`src/ddrrd_pkg.sv`:
```
// Shared constants, types and helpers of the DDR multi-IO read interface
package ddrrd_pkg;

    // ==========================================================
    // Widths and counts
    localparam int          ADDR_BITS      = 32;
    localparam int          MODE_BITS      = 8;
    localparam int          AM_BITS        = ADDR_BITS + MODE_BITS;
    localparam int          BYTE_BITS      = 8;
    localparam int          IO_W           = 4;
    localparam logic [5:0]  AM_BITS_C      = 6'h28;
    localparam logic [3:0]  LP_WINDOW      = 4'h4;
    localparam logic [2:0]  PULSE_ALIGNED  = 3'h0;
    localparam logic [3:0]  LAT_CODE_0     = 4'h4;
    localparam logic [3:0]  LAT_CODE_1     = 4'h5;
    localparam logic [3:0]  LAT_CODE_2     = 4'h6;
    localparam logic [3:0]  LAT_CODE_3     = 4'h8;

    // ==========================================================
    // Synchroniser vector layout
    localparam int          SYNC_W         = 8;
    localparam int          SYN_IO_LSB     = 0;
    localparam int          SYN_SCK        = 4;
    localparam int          SYN_CS_N       = 5;
    localparam int          SYN_PAUSE_N    = 6;
    localparam int          SYN_WP_N       = 7;

    // ==========================================================
    // Types
    typedef enum logic [3:0] {
        DDR_SINGLE_READ_CMD,
        DDR_DUAL_IO_READ_CMD,
        DDR_QUAD_IO_READ_CMD,
        QUAD_PAGE_PROGRAM_CMD,
        QUAD_OUTPUT_READ_CMD,
        QUAD_IO_READ_CMD,
        PROGRAM_CMD,
        ERASE_CMD,
        REGISTER_WRITE_CMD,
        OTHER_CMD
    } ddrrd_cmd_kind_t;

    typedef struct packed {
        logic [1:0]           lat_code;
        logic                 quad_en;
        logic                 lp_en;
        logic [BYTE_BITS-1:0] learning_pattern;
    } ddrrd_cfg_t;

    typedef struct packed {
        logic [ADDR_BITS-1:0] addr;
        logic [MODE_BITS-1:0] mode;
    } ddrrd_rd_req_t;

    // ==========================================================
    // Helpers
    function automatic logic [3:0] lat_cycles(input logic [1:0] code);
        case (code)
            2'h0:    lat_cycles = LAT_CODE_0;
            2'h1:    lat_cycles = LAT_CODE_1;
            2'h2:    lat_cycles = LAT_CODE_2;
            default: lat_cycles = LAT_CODE_3;
        endcase
    endfunction

    function automatic logic [2:0] lanes_of(input ddrrd_cmd_kind_t k);
        case (k)
            DDR_DUAL_IO_READ_CMD: lanes_of = 3'h2;
            DDR_QUAD_IO_READ_CMD: lanes_of = 3'h4;
            default:              lanes_of = 3'h1;
        endcase
    endfunction

    function automatic logic is_quad(input ddrrd_cmd_kind_t k);
        is_quad = (k == DDR_QUAD_IO_READ_CMD) || (k == QUAD_PAGE_PROGRAM_CMD) ||
                  (k == QUAD_OUTPUT_READ_CMD) || (k == QUAD_IO_READ_CMD);
    endfunction

    function automatic logic is_ddr(input ddrrd_cmd_kind_t k);
        is_ddr = (k == DDR_SINGLE_READ_CMD) || (k == DDR_DUAL_IO_READ_CMD) ||
                 (k == DDR_QUAD_IO_READ_CMD);
    endfunction

    function automatic logic is_guarded(input ddrrd_cmd_kind_t k);
        is_guarded = (k == PROGRAM_CMD) || (k == ERASE_CMD) ||
                     (k == REGISTER_WRITE_CMD) || (k == QUAD_PAGE_PROGRAM_CMD);
    endfunction

endpackage

```
`src/ddrrd_read_if.sv`:
```
// Device-side DDR read interface state logic with command guards
`timescale 1ns/1ps

module ddrrd_read_if (
    input  wire logic                         ref_clk_i,
    input  wire logic                         nrst_i,
    input  wire logic                         sck_i,
    input  wire logic                         cs_n_i,
    input  wire logic [ddrrd_pkg::IO_W-1:0]   io_i,
    output logic      [ddrrd_pkg::IO_W-1:0]   io_o,
    output logic      [ddrrd_pkg::IO_W-1:0]   io_oe_o,
    input  wire logic                         pause_n_i,
    input  wire logic                         wp_n_i,
    input  wire ddrrd_pkg::ddrrd_cfg_t        cfg_i,
    input  wire logic                         cmd_valid_i,
    input  wire ddrrd_pkg::ddrrd_cmd_kind_t   cmd_i,
    input  wire logic                         por_busy_i,
    input  wire logic                         low_supply_i,
    input  wire logic [ddrrd_pkg::BYTE_BITS-1:0] rd_data_i,
    input  wire logic                         rd_valid_i,
    output logic                              rd_ready_o,
    output logic                              rd_start_o,
    output ddrrd_pkg::ddrrd_rd_req_t          rd_req_o,
    output logic                              cmd_accept_o,
    output logic                              cmd_reject_o,
    output logic                              exec_o,
    output ddrrd_pkg::ddrrd_cmd_kind_t        exec_kind_o,
    output logic                              pause_o,
    output logic                              wp_o,
    output logic                              ddr_busy_o
);
    import ddrrd_pkg::*;

    typedef enum logic [2:0] {ST_IDLE, ST_ADDR, ST_LAT, ST_OUT, ST_WAIT_CS} ddrrd_state_t;

    // ==========================================================
    // Pin synchronisers and edge detection
    logic [SYNC_W-1:0] syn1_q;
    logic [SYNC_W-1:0] syn2_q;
    logic [SYNC_W-1:0] syn3_q;
    logic [SYNC_W-1:0] pin_q;
    logic [SYNC_W-1:0] pin_prev_q;
    logic [SYNC_W-1:0] agree;

    assign agree = ~(syn2_q ^ syn3_q);

    always_ff @(posedge ref_clk_i) begin
        if (!nrst_i) begin
            syn1_q     <= {SYNC_W{1'b1}};
            syn2_q     <= {SYNC_W{1'b1}};
            syn3_q     <= {SYNC_W{1'b1}};
            pin_q      <= {SYNC_W{1'b1}};
            pin_prev_q <= {SYNC_W{1'b1}};
        end else begin
            syn1_q     <= {wp_n_i, pause_n_i, cs_n_i, sck_i, io_i};
            syn2_q     <= syn1_q;
            syn3_q     <= syn2_q;
            pin_q      <= (syn3_q & agree) | (pin_q & ~agree);
            pin_prev_q <= pin_q;
        end
    end

    logic                  sck_rise;
    logic                  sck_fall;
    logic                  cs_low;
    logic                  cs_rise;
    logic                  cs_fall;
    logic [IO_W-1:0]       io_in;

    assign sck_rise = pin_q[SYN_SCK] & ~pin_prev_q[SYN_SCK];
    assign sck_fall = ~pin_q[SYN_SCK] & pin_prev_q[SYN_SCK];
    assign cs_low   = ~pin_q[SYN_CS_N];
    assign cs_rise  = pin_q[SYN_CS_N] & ~pin_prev_q[SYN_CS_N];
    assign cs_fall  = ~pin_q[SYN_CS_N] & pin_prev_q[SYN_CS_N];
    assign io_in    = pin_q[SYN_IO_LSB +: IO_W];

    // ==========================================================
    // Command intake
    ddrrd_state_t          state_q;
    logic                  cmd_take;
    logic                  cmd_ok;

    assign cmd_take = cmd_valid_i && (state_q == ST_IDLE) && cs_low &&
                      !por_busy_i && !low_supply_i;
    assign cmd_ok   = cfg_i.quad_en || !is_quad(cmd_i);

    // ==========================================================
    // Interface state, address and latency
    logic [2:0]            lanes_q;
    logic [5:0]            bits_q;
    logic [5:0]            bits_d;
    logic                  started_q;
    logic [AM_BITS-1:0]    am_q;
    logic [AM_BITS-1:0]    am_d;
    logic [3:0]            lat_q;
    logic                  addr_edge;
    logic                  enter_lat;

    assign addr_edge = (state_q == ST_ADDR) && (sck_rise || (sck_fall && started_q));
    assign bits_d    = bits_q + {3'h0, lanes_q};
    assign enter_lat = addr_edge && (bits_d == AM_BITS_C);

    always_comb begin
        case (lanes_q)
            3'h4:    am_d = {am_q[AM_BITS-5:0], io_in};
            3'h2:    am_d = {am_q[AM_BITS-3:0], io_in[1:0]};
            default: am_d = {am_q[AM_BITS-2:0], io_in[0]};
        endcase
    end

    always_ff @(posedge ref_clk_i) begin
        if (!nrst_i) begin
            state_q   <= ST_IDLE;
            lanes_q   <= 3'h1;
            bits_q    <= 6'h00;
            started_q <= 1'b0;
            am_q      <= '0;
            lat_q     <= 4'h0;
        end else if (cs_rise) begin
            state_q <= ST_IDLE;
        end else begin
            unique case (state_q)
                ST_IDLE: begin
                    if (cmd_take) begin
                        lanes_q   <= lanes_of(cmd_i);
                        bits_q    <= 6'h00;
                        started_q <= 1'b0;
                        if (cmd_ok && is_ddr(cmd_i)) begin
                            state_q <= ST_ADDR;
                        end else begin
                            state_q <= ST_WAIT_CS;
                        end
                    end
                end
                ST_ADDR: begin
                    if (addr_edge) begin
                        am_q      <= am_d;
                        bits_q    <= bits_d;
                        started_q <= 1'b1;
                    end
                    if (enter_lat) begin
                        state_q <= ST_LAT;
                        lat_q   <= lat_cycles(cfg_i.lat_code);
                    end
                end
                ST_LAT: begin
                    if (sck_fall) begin
                        lat_q <= lat_q - 4'h1;
                        if (lat_q == 4'h1) begin
                            state_q <= ST_OUT;
                        end
                    end
                end
                ST_OUT, ST_WAIT_CS: begin
                end
            endcase
        end
    end

    // Array read request at latency start
    always_ff @(posedge ref_clk_i) begin
        if (!nrst_i) begin
            rd_start_o <= 1'b0;
            rd_req_o   <= '0;
        end else begin
            rd_start_o <= enter_lat && !cs_rise;
            if (enter_lat) begin
                rd_req_o <= am_d;
            end
        end
    end

    // ==========================================================
    // Two-entry read data buffer
    logic [BYTE_BITS-1:0]  buf_mem [2];
    logic                  buf_wr_q;
    logic                  buf_rd_q;
    logic [1:0]            buf_cnt_q;
    logic [1:0]            buf_cnt_d;
    logic                  push;
    logic                  pop_req;
    logic                  pop;

    assign push = rd_valid_i && rd_ready_o;
    assign pop  = pop_req && (buf_cnt_q != 2'h0);

    always_comb begin
        buf_cnt_d = buf_cnt_q;
        if (push && !pop) begin
            buf_cnt_d = buf_cnt_q + 2'h1;
        end else if (pop && !push) begin
            buf_cnt_d = buf_cnt_q - 2'h1;
        end
    end

    always_ff @(posedge ref_clk_i) begin
        if (!nrst_i || cs_rise) begin
            buf_wr_q   <= 1'b0;
            buf_rd_q   <= 1'b0;
            buf_cnt_q  <= 2'h0;
            rd_ready_o <= 1'b1;
        end else begin
            if (push) begin
                buf_mem[buf_wr_q] <= rd_data_i;
                buf_wr_q          <= ~buf_wr_q;
            end
            if (pop) begin
                buf_rd_q <= ~buf_rd_q;
            end
            buf_cnt_q  <= buf_cnt_d;
            rd_ready_o <= (buf_cnt_d != 2'h2);
        end
    end

    // ==========================================================
    // IO drive: learning pattern and DDR output
    logic                  edge_q;
    logic                  edge_fall_q;
    logic [BYTE_BITS-1:0]  out_sh_q;
    logic [3:0]            out_left_q;
    logic [BYTE_BITS-1:0]  src;
    logic [4:0]            lp_idx;

    always_ff @(posedge ref_clk_i) begin
        if (!nrst_i) begin
            edge_q      <= 1'b0;
            edge_fall_q <= 1'b0;
        end else begin
            edge_q      <= sck_rise || sck_fall;
            edge_fall_q <= sck_fall;
        end
    end

    assign pop_req = (state_q == ST_OUT) && edge_q && (out_left_q == 4'h0);
    assign lp_idx  = {lat_q, 1'b0} - (edge_fall_q ? 5'h01 : 5'h02);

    always_comb begin
        src = out_sh_q;
        if (out_left_q == 4'h0) begin
            src = (buf_cnt_q != 2'h0) ? buf_mem[buf_rd_q] : '0;
        end
    end

    always_ff @(posedge ref_clk_i) begin
        if (!nrst_i) begin
            io_o       <= '0;
            io_oe_o    <= '0;
            out_sh_q   <= '0;
            out_left_q <= 4'h0;
        end else if (state_q == ST_LAT) begin
            out_left_q <= 4'h0;
            if (edge_q) begin
                // pattern only in last four cycles
                if (cfg_i.lp_en && (lat_q <= LP_WINDOW) && (lat_q != 4'h0)) begin
                    io_oe_o <= {IO_W{1'b1}};
                    io_o    <= {IO_W{cfg_i.learning_pattern[lp_idx[2:0]]}};
                end else begin
                    io_oe_o <= '0;
                end
            end
        end else if (state_q == ST_OUT) begin
            if (edge_q) begin
                unique case (lanes_q)
                    3'h4: begin
                        io_o       <= src[7:4];
                        io_oe_o    <= 4'hf;
                        out_sh_q   <= {src[3:0], 4'h0};
                        out_left_q <= (out_left_q == 4'h0) ? 4'h4 : out_left_q - 4'h4;
                    end
                    3'h2: begin
                        io_o       <= {2'h0, src[7:6]};
                        io_oe_o    <= 4'h3;
                        out_sh_q   <= {src[5:0], 2'h0};
                        out_left_q <= (out_left_q == 4'h0) ? 4'h6 : out_left_q - 4'h2;
                    end
                    default: begin
                        io_o       <= {2'h0, src[7], 1'b0};
                        io_oe_o    <= 4'h2;
                        out_sh_q   <= {src[6:0], 1'b0};
                        out_left_q <= (out_left_q == 4'h0) ? 4'h7 : out_left_q - 4'h1;
                    end
                endcase
            end
        end else begin
            io_oe_o    <= '0;
            out_left_q <= 4'h0;
        end
    end

    // ==========================================================
    // Clock pulse count guard
    logic [2:0]            pulse_cnt_q;
    logic                  pending_q;
    ddrrd_cmd_kind_t       pend_kind_q;

    always_ff @(posedge ref_clk_i) begin
        if (!nrst_i || cs_fall) begin
            pulse_cnt_q <= 3'h0;
        end else if (sck_rise && cs_low) begin
            pulse_cnt_q <= pulse_cnt_q + 3'h1;
        end
    end

    always_ff @(posedge ref_clk_i) begin
        if (!nrst_i) begin
            pending_q    <= 1'b0;
            pend_kind_q  <= OTHER_CMD;
            exec_o       <= 1'b0;
            exec_kind_o  <= OTHER_CMD;
            cmd_accept_o <= 1'b0;
            cmd_reject_o <= 1'b0;
        end else begin
            cmd_accept_o <= cmd_take && cmd_ok;
            cmd_reject_o <= cmd_take && !cmd_ok;
            exec_o       <= 1'b0;
            if (cs_rise) begin
                pending_q <= 1'b0;
                if (pending_q && is_guarded(pend_kind_q) &&
                    (pulse_cnt_q == PULSE_ALIGNED)) begin
                    exec_o      <= 1'b1;
                    exec_kind_o <= pend_kind_q;
                end
            end else if (cmd_take && cmd_ok) begin
                pending_q   <= 1'b1;
                pend_kind_q <= cmd_i;
            end
        end
    end

    // ==========================================================
    // Pause and write-protect qualification
    logic                  ddr_active;

    assign ddr_active = (state_q == ST_ADDR) || (state_q == ST_LAT) || (state_q == ST_OUT);

    always_ff @(posedge ref_clk_i) begin
        if (!nrst_i) begin
            pause_o    <= 1'b0;
            wp_o       <= 1'b0;
            ddr_busy_o <= 1'b0;
        end else begin
            // pins ignored in quad or DDR
            pause_o    <= !pin_q[SYN_PAUSE_N] && !cfg_i.quad_en && !ddr_active;
            wp_o       <= !pin_q[SYN_WP_N] && !cfg_i.quad_en && !ddr_active;
            ddr_busy_o <= ddr_active;
        end
    end

endmodule

```
`config.mk`:
```
export PLATFORM = sky130hd
export DESIGN_NAME = ddrrd_read_if
export DESIGN_NICKNAME = d
export VERILOG_FILES = /design/src/ddrrd_pkg.sv /design/src/ddrrd_read_if.sv
export SDC_FILE = /design/constraint.sdc
export NUM_CORES = 1
export LEC_CHECK = 0
export BUFFER_PORTS_ARGS = -buffer_cell sky130_fd_sc_hd__buf_2
export CAP_MARGIN = 10
export CORE_UTILIZATION = 45
export CTS_BUF_LIST = sky130_fd_sc_hd__clkbuf_16
export CTS_CLUSTER_SIZE = 8
export DETAILED_ROUTE_END_ITERATION = 8
export GPL_ROUTABILITY_DRIVEN = 0
export HOLD_SLACK_MARGIN = 0.08
export PLACE_DENSITY = 0.72
export SLEW_MARGIN = 15
export SYNTH_ARGS = -nofsm -noshare
export SYNTH_HDL_FRONTEND = slang
export SYNTH_SLANG_ARGS = --single-unit
```
`constraint.sdc`:
```
create_clock -name ref_clk_i -period 6.2 [get_ports ref_clk_i]
set_input_delay 1.24 -clock ref_clk_i [delete_from_list [all_inputs] [get_ports ref_clk_i]]
set_output_delay 1.24 -clock ref_clk_i [all_outputs]
set_load 0.005 [all_outputs]
```
==> run summary <==
The flow ran to the end, and the final reports show no timing, DRC or antenna violations. The relative max-transition margin came out at 0.261. The die is 136 um tall. The mean instance size in the synthesized netlist works out to 9.17 um2.

The type of the tightest min-delay check is register to register. Setup repair after global routing left no endpoint under its margin. The logs give 98 for the number of primary I/O pins and 48 for the row count. The analysis attributes to cell leakage a power of 3.35 nW.

Worst clock skew on the final layout: 10.8 ps. The logs give 0 for the count of yosys warnings during synthesis and 9180 um2 for the final non-filler cell area. In the post-synthesis netlist, the biggest area contributors are sky130_fd_sc_hd__dfxtp_1 44%, sky130_fd_sc_hd__a211oi_1 7.6%, sky130_fd_sc_hd__nor2_1 6.7%. The routed layout has 6402 vias.

The fraction of the mapped netlist area in adder cells was 0.0259. The tools report the non-filler instance count after layout as 1174. The worst setup path is captured at a register. In this run the register-to-register setup slack is 3130 ps. On the critical path the largest part of the delay comes from compound AO/OA/AOI/OAI gates. The tools report the synthesized cell area as 8030 um2.

The clock net sink count is 191, and the effective utilization at floorplan is 0.462. STA puts the critical path data arrival time at 3400 ps. In the synthesized netlist the dominant register cell turns out to be sky130_fd_sc_hd__dfxtp_1. The first global-routing pass estimated 28000 um of wire. The tools report the final core utilization as 0.529.

The synthesized instance count was 875. The post-placement setup slack came out at 2780 ps. In this run the horizontal extent of the chip is 136 um.

The half-perimeter wire length of the detailed placement result is 10800 um, and the max-slew violation total from the final report is 0. Port buffering added 97 buffers. At the later pin of the worst-skew pair, clock insertion delay measures 420 ps.

Counting the fill cells in the layout gives 1603. From synthesis to final layout, the design area changed by 14.4%. The run gives 5863 as the via count of the first global-routing pass. Number of buffers inserted during clock tree synthesis: 17. The placeable core region came out at 17400 um2. The pin count of the biggest net entering global routing was 86; the total placed instance area was 8620 um2. The upper clock frequency limit came out at 325 MHz.

Counting both buffers and inverters, the worst setup path holds a total of 2. The dominant cell type by area after synthesis is sky130_fd_sc_hd__dfxtp_1. Count of max-cap constraint violations: 0.

The nature of the critical path startpoint was a register. In this run the clock root is driven by a sky130_fd_sc_hd__clkbuf_16. In this run the power density over the cells is 261 nW/um2.

The detail route stage leaves a number of antenna-violating nets equal to 0. After detailed routing, the total wire length is 16500 um. Yosys mapped a number of flops with a built-in enable equal to 16. The H-tree was split into 4 levels. Traced cell by cell, the critical path runs through ha_1 -> inv_1 -> fa_1 -> nor2b_1 -> o22ai_1 -> a2111oi_4 -> buf_4 -> nor2_1 -> a211oi_1.

The transition time at the pin with the least slew margin came out at 1100 ps. The number of antenna diodes in the final layout is 0. The final worst slack is 3130 ps.

The parity-gate share of the synthesized area counting xor and xnor cells is 0.00873, and the synthesized netlist net count is 929. After clock tree synthesis, the setup repair step added 0 buffers. The worst setup path is of the register to register kind.

The run gives 990 as the net total in the final layout. The run gives 0 ps as the final-layout setup total negative slack. Highest net fanout along the worst path: 82. The multiplexer share of the synthesized area works out to 0.0284. Global routing finished with a remaining overflow of 0.

Setup violations remaining at the end of the flow were counted as 0. The run gives 0.189 as the total routing resource utilization after global routing. In this design, the stage delay of the slowest critical-path cell is 670 ps. For the share of the yosys chip area belonging to registers, the log shows 0.496. The slowest stage of the critical path is the sky130_fd_sc_hd__buf_4 cell. After detailed routing, the number of remaining DRC violations is 0. The detailed router finished its first iteration with 435 violations.

The cell count after placement came out at 1142. The clock-pin slew on the worst setup and hold paths is 70 ps. Hold repair after CTS inserted 0 buffers. The simple logic cell fraction of the synthesized area is 0.162, and the post-CTS resize count is 0. The via density per instance is 5.45. The portion of synthesized cell area occupied by the leading cell type works out to 0.436. Data on the critical path is required at its endpoint by 6530 ps. The share of the synthesized area in compound gates (AO/OA/AOI/OAI) is 0.238. Synthesis instantiated 62 different standard cells from the library.

The largest family of logic cells by synthesized area is compound AO/OA/AOI/OAI gates. The worst-case IR drop observed on VDD is 0.198 mV. After synthesis the netlist holds a flip-flop and latch count of 191.

Share of layout cells above drive strength 1: 0.158. TritonCTS built the clock tree. The number of hold-slack violations in the final timing report is 0, and the detailed-route wire length per cell is 14.0 um.

The longest clock path from root to sink contains 2 buffers. Post-layout total power: 2.40 mW. The minimum clock period after layout is 3070 ps.

The logs give 408 ps for the worst hold slack and 18400 um2 for the area enclosed by the die boundary. The share of synthesized registers carrying an async set or reset was 0; the part of the cycle the worst path needs was 0.496. The number of antenna violations at the first check in global routing is 0. The first detailed-routing pass ran for 5 iterations.
flip-flops by register name, summed over array words and instances, names as in the netlist, 2 cells and up, named ones only:
register     cells
out_sh_q         7
out_left_q       4
buf_mem         16
state_q          3
syn3_q           8
pend_kind_q      4
exec_kind_o      4
rd_req_o        40
pulse_cnt_q      3
io_o             4
lat_q            4
lanes_q          3
pin_prev_q       2
am_q            39
io_oe_o          3
bits_q           6
buf_cnt_q        2
syn1_q           8
syn2_q           8
power breakdown:
| part | switching (mW) | internal, mW |
|---|---|---|
| sequential | 0.00619 | 1.26 |
| clock | 0.483 | 0.561 |
| combinational | 0.0553 | 0.0345 |
| total | 0.544 | 1.85 |
logic make-up after synthesis:
| logic type | count (synthesis) |
|---|---|
| buffers and inverters | 83 |
| multiplexers | 20 |
| flip-flops | 191 |
| AND/OR/NAND/NOR | 275 |
| adder cells (fa/ha/maj) | 16 |
| AO/OA/AOI/OAI | 282 |
| XOR/XNOR | 8 |
final timing paths:
path,start,endpoint,cells after the start
worst min-delay path,syn1_q[0],syn2_q[0],1
worst max register to register,lanes_q[0],rd_req_o[37],9
worst max-delay path,lanes_q[0],rd_req_o[37],9
worst min register to register,syn1_q[0],syn2_q[0],1
layout make-up:
class | instances | area, um2 | share of cell area
Timing Repair Buffer | 103 | 531 | 0.0578
Multi-Input combinational cell | 601 | 3740 | 0.407
Tap cell | 225 | 282 | 0.0307
Sequential cell | 191 | 3980 | 0.434
Clock buffer | 17 | 425 | 0.0463
Inverter | 22 | 82.6 | 0.00900
Clock inverter | 15 | 136 | 0.0149
worst register-to-register path, cell delays in order, from the launching register on:
cell	delay [ps]
sky130_fd_sc_hd__dfxtp_1	500
sky130_fd_sc_hd__ha_1	260
sky130_fd_sc_hd__inv_1	70
sky130_fd_sc_hd__fa_1	390
sky130_fd_sc_hd__nor2b_1	170
sky130_fd_sc_hd__o22ai_1	150
sky130_fd_sc_hd__a2111oi_4	390
sky130_fd_sc_hd__buf_4	670
sky130_fd_sc_hd__nor2_1	140
sky130_fd_sc_hd__a211oi_1	240
cell usage in the layout, fill, tap and decap left out, types with 4 or more instances in the layout:
cell | synthesis | layout
sky130_fd_sc_hd__a22o_1 | 37 | 37
sky130_fd_sc_hd__nor3_1 | 8 | 8
sky130_fd_sc_hd__nand2b_1 | 34 | 34
sky130_fd_sc_hd__o21ai_0 | 41 | 41
sky130_fd_sc_hd__clkbuf_16 | 0 | 17
sky130_fd_sc_hd__a31oi_1 | 10 | 10
sky130_fd_sc_hd__xor2_1 | 4 | 4
sky130_fd_sc_hd__buf_4 | 1 | 6
sky130_fd_sc_hd__nand2_1 | 39 | 39
sky130_fd_sc_hd__xnor2_1 | 4 | 4
sky130_fd_sc_hd__nor2_1 | 143 | 142
sky130_fd_sc_hd__o31ai_1 | 4 | 4
sky130_fd_sc_hd__buf_2 | 6 | 97
sky130_fd_sc_hd__a21oi_1 | 72 | 72
sky130_fd_sc_hd__or3_1 | 5 | 5
sky130_fd_sc_hd__ha_1 | 15 | 15
sky130_fd_sc_hd__dfxtp_1 | 175 | 175
sky130_fd_sc_hd__nand3_1 | 10 | 10
sky130_fd_sc_hd__mux2i_1 | 16 | 16
sky130_fd_sc_hd__inv_1 | 21 | 22
sky130_fd_sc_hd__nor2b_1 | 5 | 5
sky130_fd_sc_hd__a211oi_1 | 81 | 81
sky130_fd_sc_hd__a22oi_1 | 8 | 8
sky130_fd_sc_hd__edfxtp_1 | 16 | 16
synth_stat cells, types with 3 or more instances:
library cell                count
sky130_fd_sc_hd__a211oi_1      81
sky130_fd_sc_hd__a21o_1         3
sky130_fd_sc_hd__a21oi_1       72
sky130_fd_sc_hd__a22o_1        37
sky130_fd_sc_hd__a22oi_1        8
sky130_fd_sc_hd__a2bb2oi_1      3
sky130_fd_sc_hd__a311oi_1       3
sky130_fd_sc_hd__a31oi_1       10
sky130_fd_sc_hd__and2_1         3
sky130_fd_sc_hd__and3_1         4
sky130_fd_sc_hd__buf_1          8
sky130_fd_sc_hd__buf_2          6
sky130_fd_sc_hd__clkbuf_1      46
sky130_fd_sc_hd__dfxtp_1      175
sky130_fd_sc_hd__edfxtp_1      16
sky130_fd_sc_hd__ha_1          15
sky130_fd_sc_hd__inv_1         21
sky130_fd_sc_hd__mux2i_1       16
sky130_fd_sc_hd__nand2_1       39
sky130_fd_sc_hd__nand2b_1      34
sky130_fd_sc_hd__nand3_1       10
sky130_fd_sc_hd__nand3b_1       3
sky130_fd_sc_hd__nand4_1        3
sky130_fd_sc_hd__nor2_1       143
sky130_fd_sc_hd__nor2b_1        5
sky130_fd_sc_hd__nor3_1         8
sky130_fd_sc_hd__nor3b_1        3
sky130_fd_sc_hd__o21ai_0       41
sky130_fd_sc_hd__o22ai_1        3
sky130_fd_sc_hd__o31ai_1        4
sky130_fd_sc_hd__or3_1          5
sky130_fd_sc_hd__xnor2_1        4
sky130_fd_sc_hd__xor2_1         4
routing by layer:
| metal | track usage | wire, um | share of wire |
|---|---|---|---|
| met5 | 0 | 0 | 0 |
| met4 | 0.0637 | 231 | 0.014 |
| met3 | 0.0419 | 728 | 0.044 |
| met2 | 0.301 | 7630 | 0.46 |
| met1 | 0.253 | 7890 | 0.48 |
No activity file was read; power rests on OpenSTA's default activity.
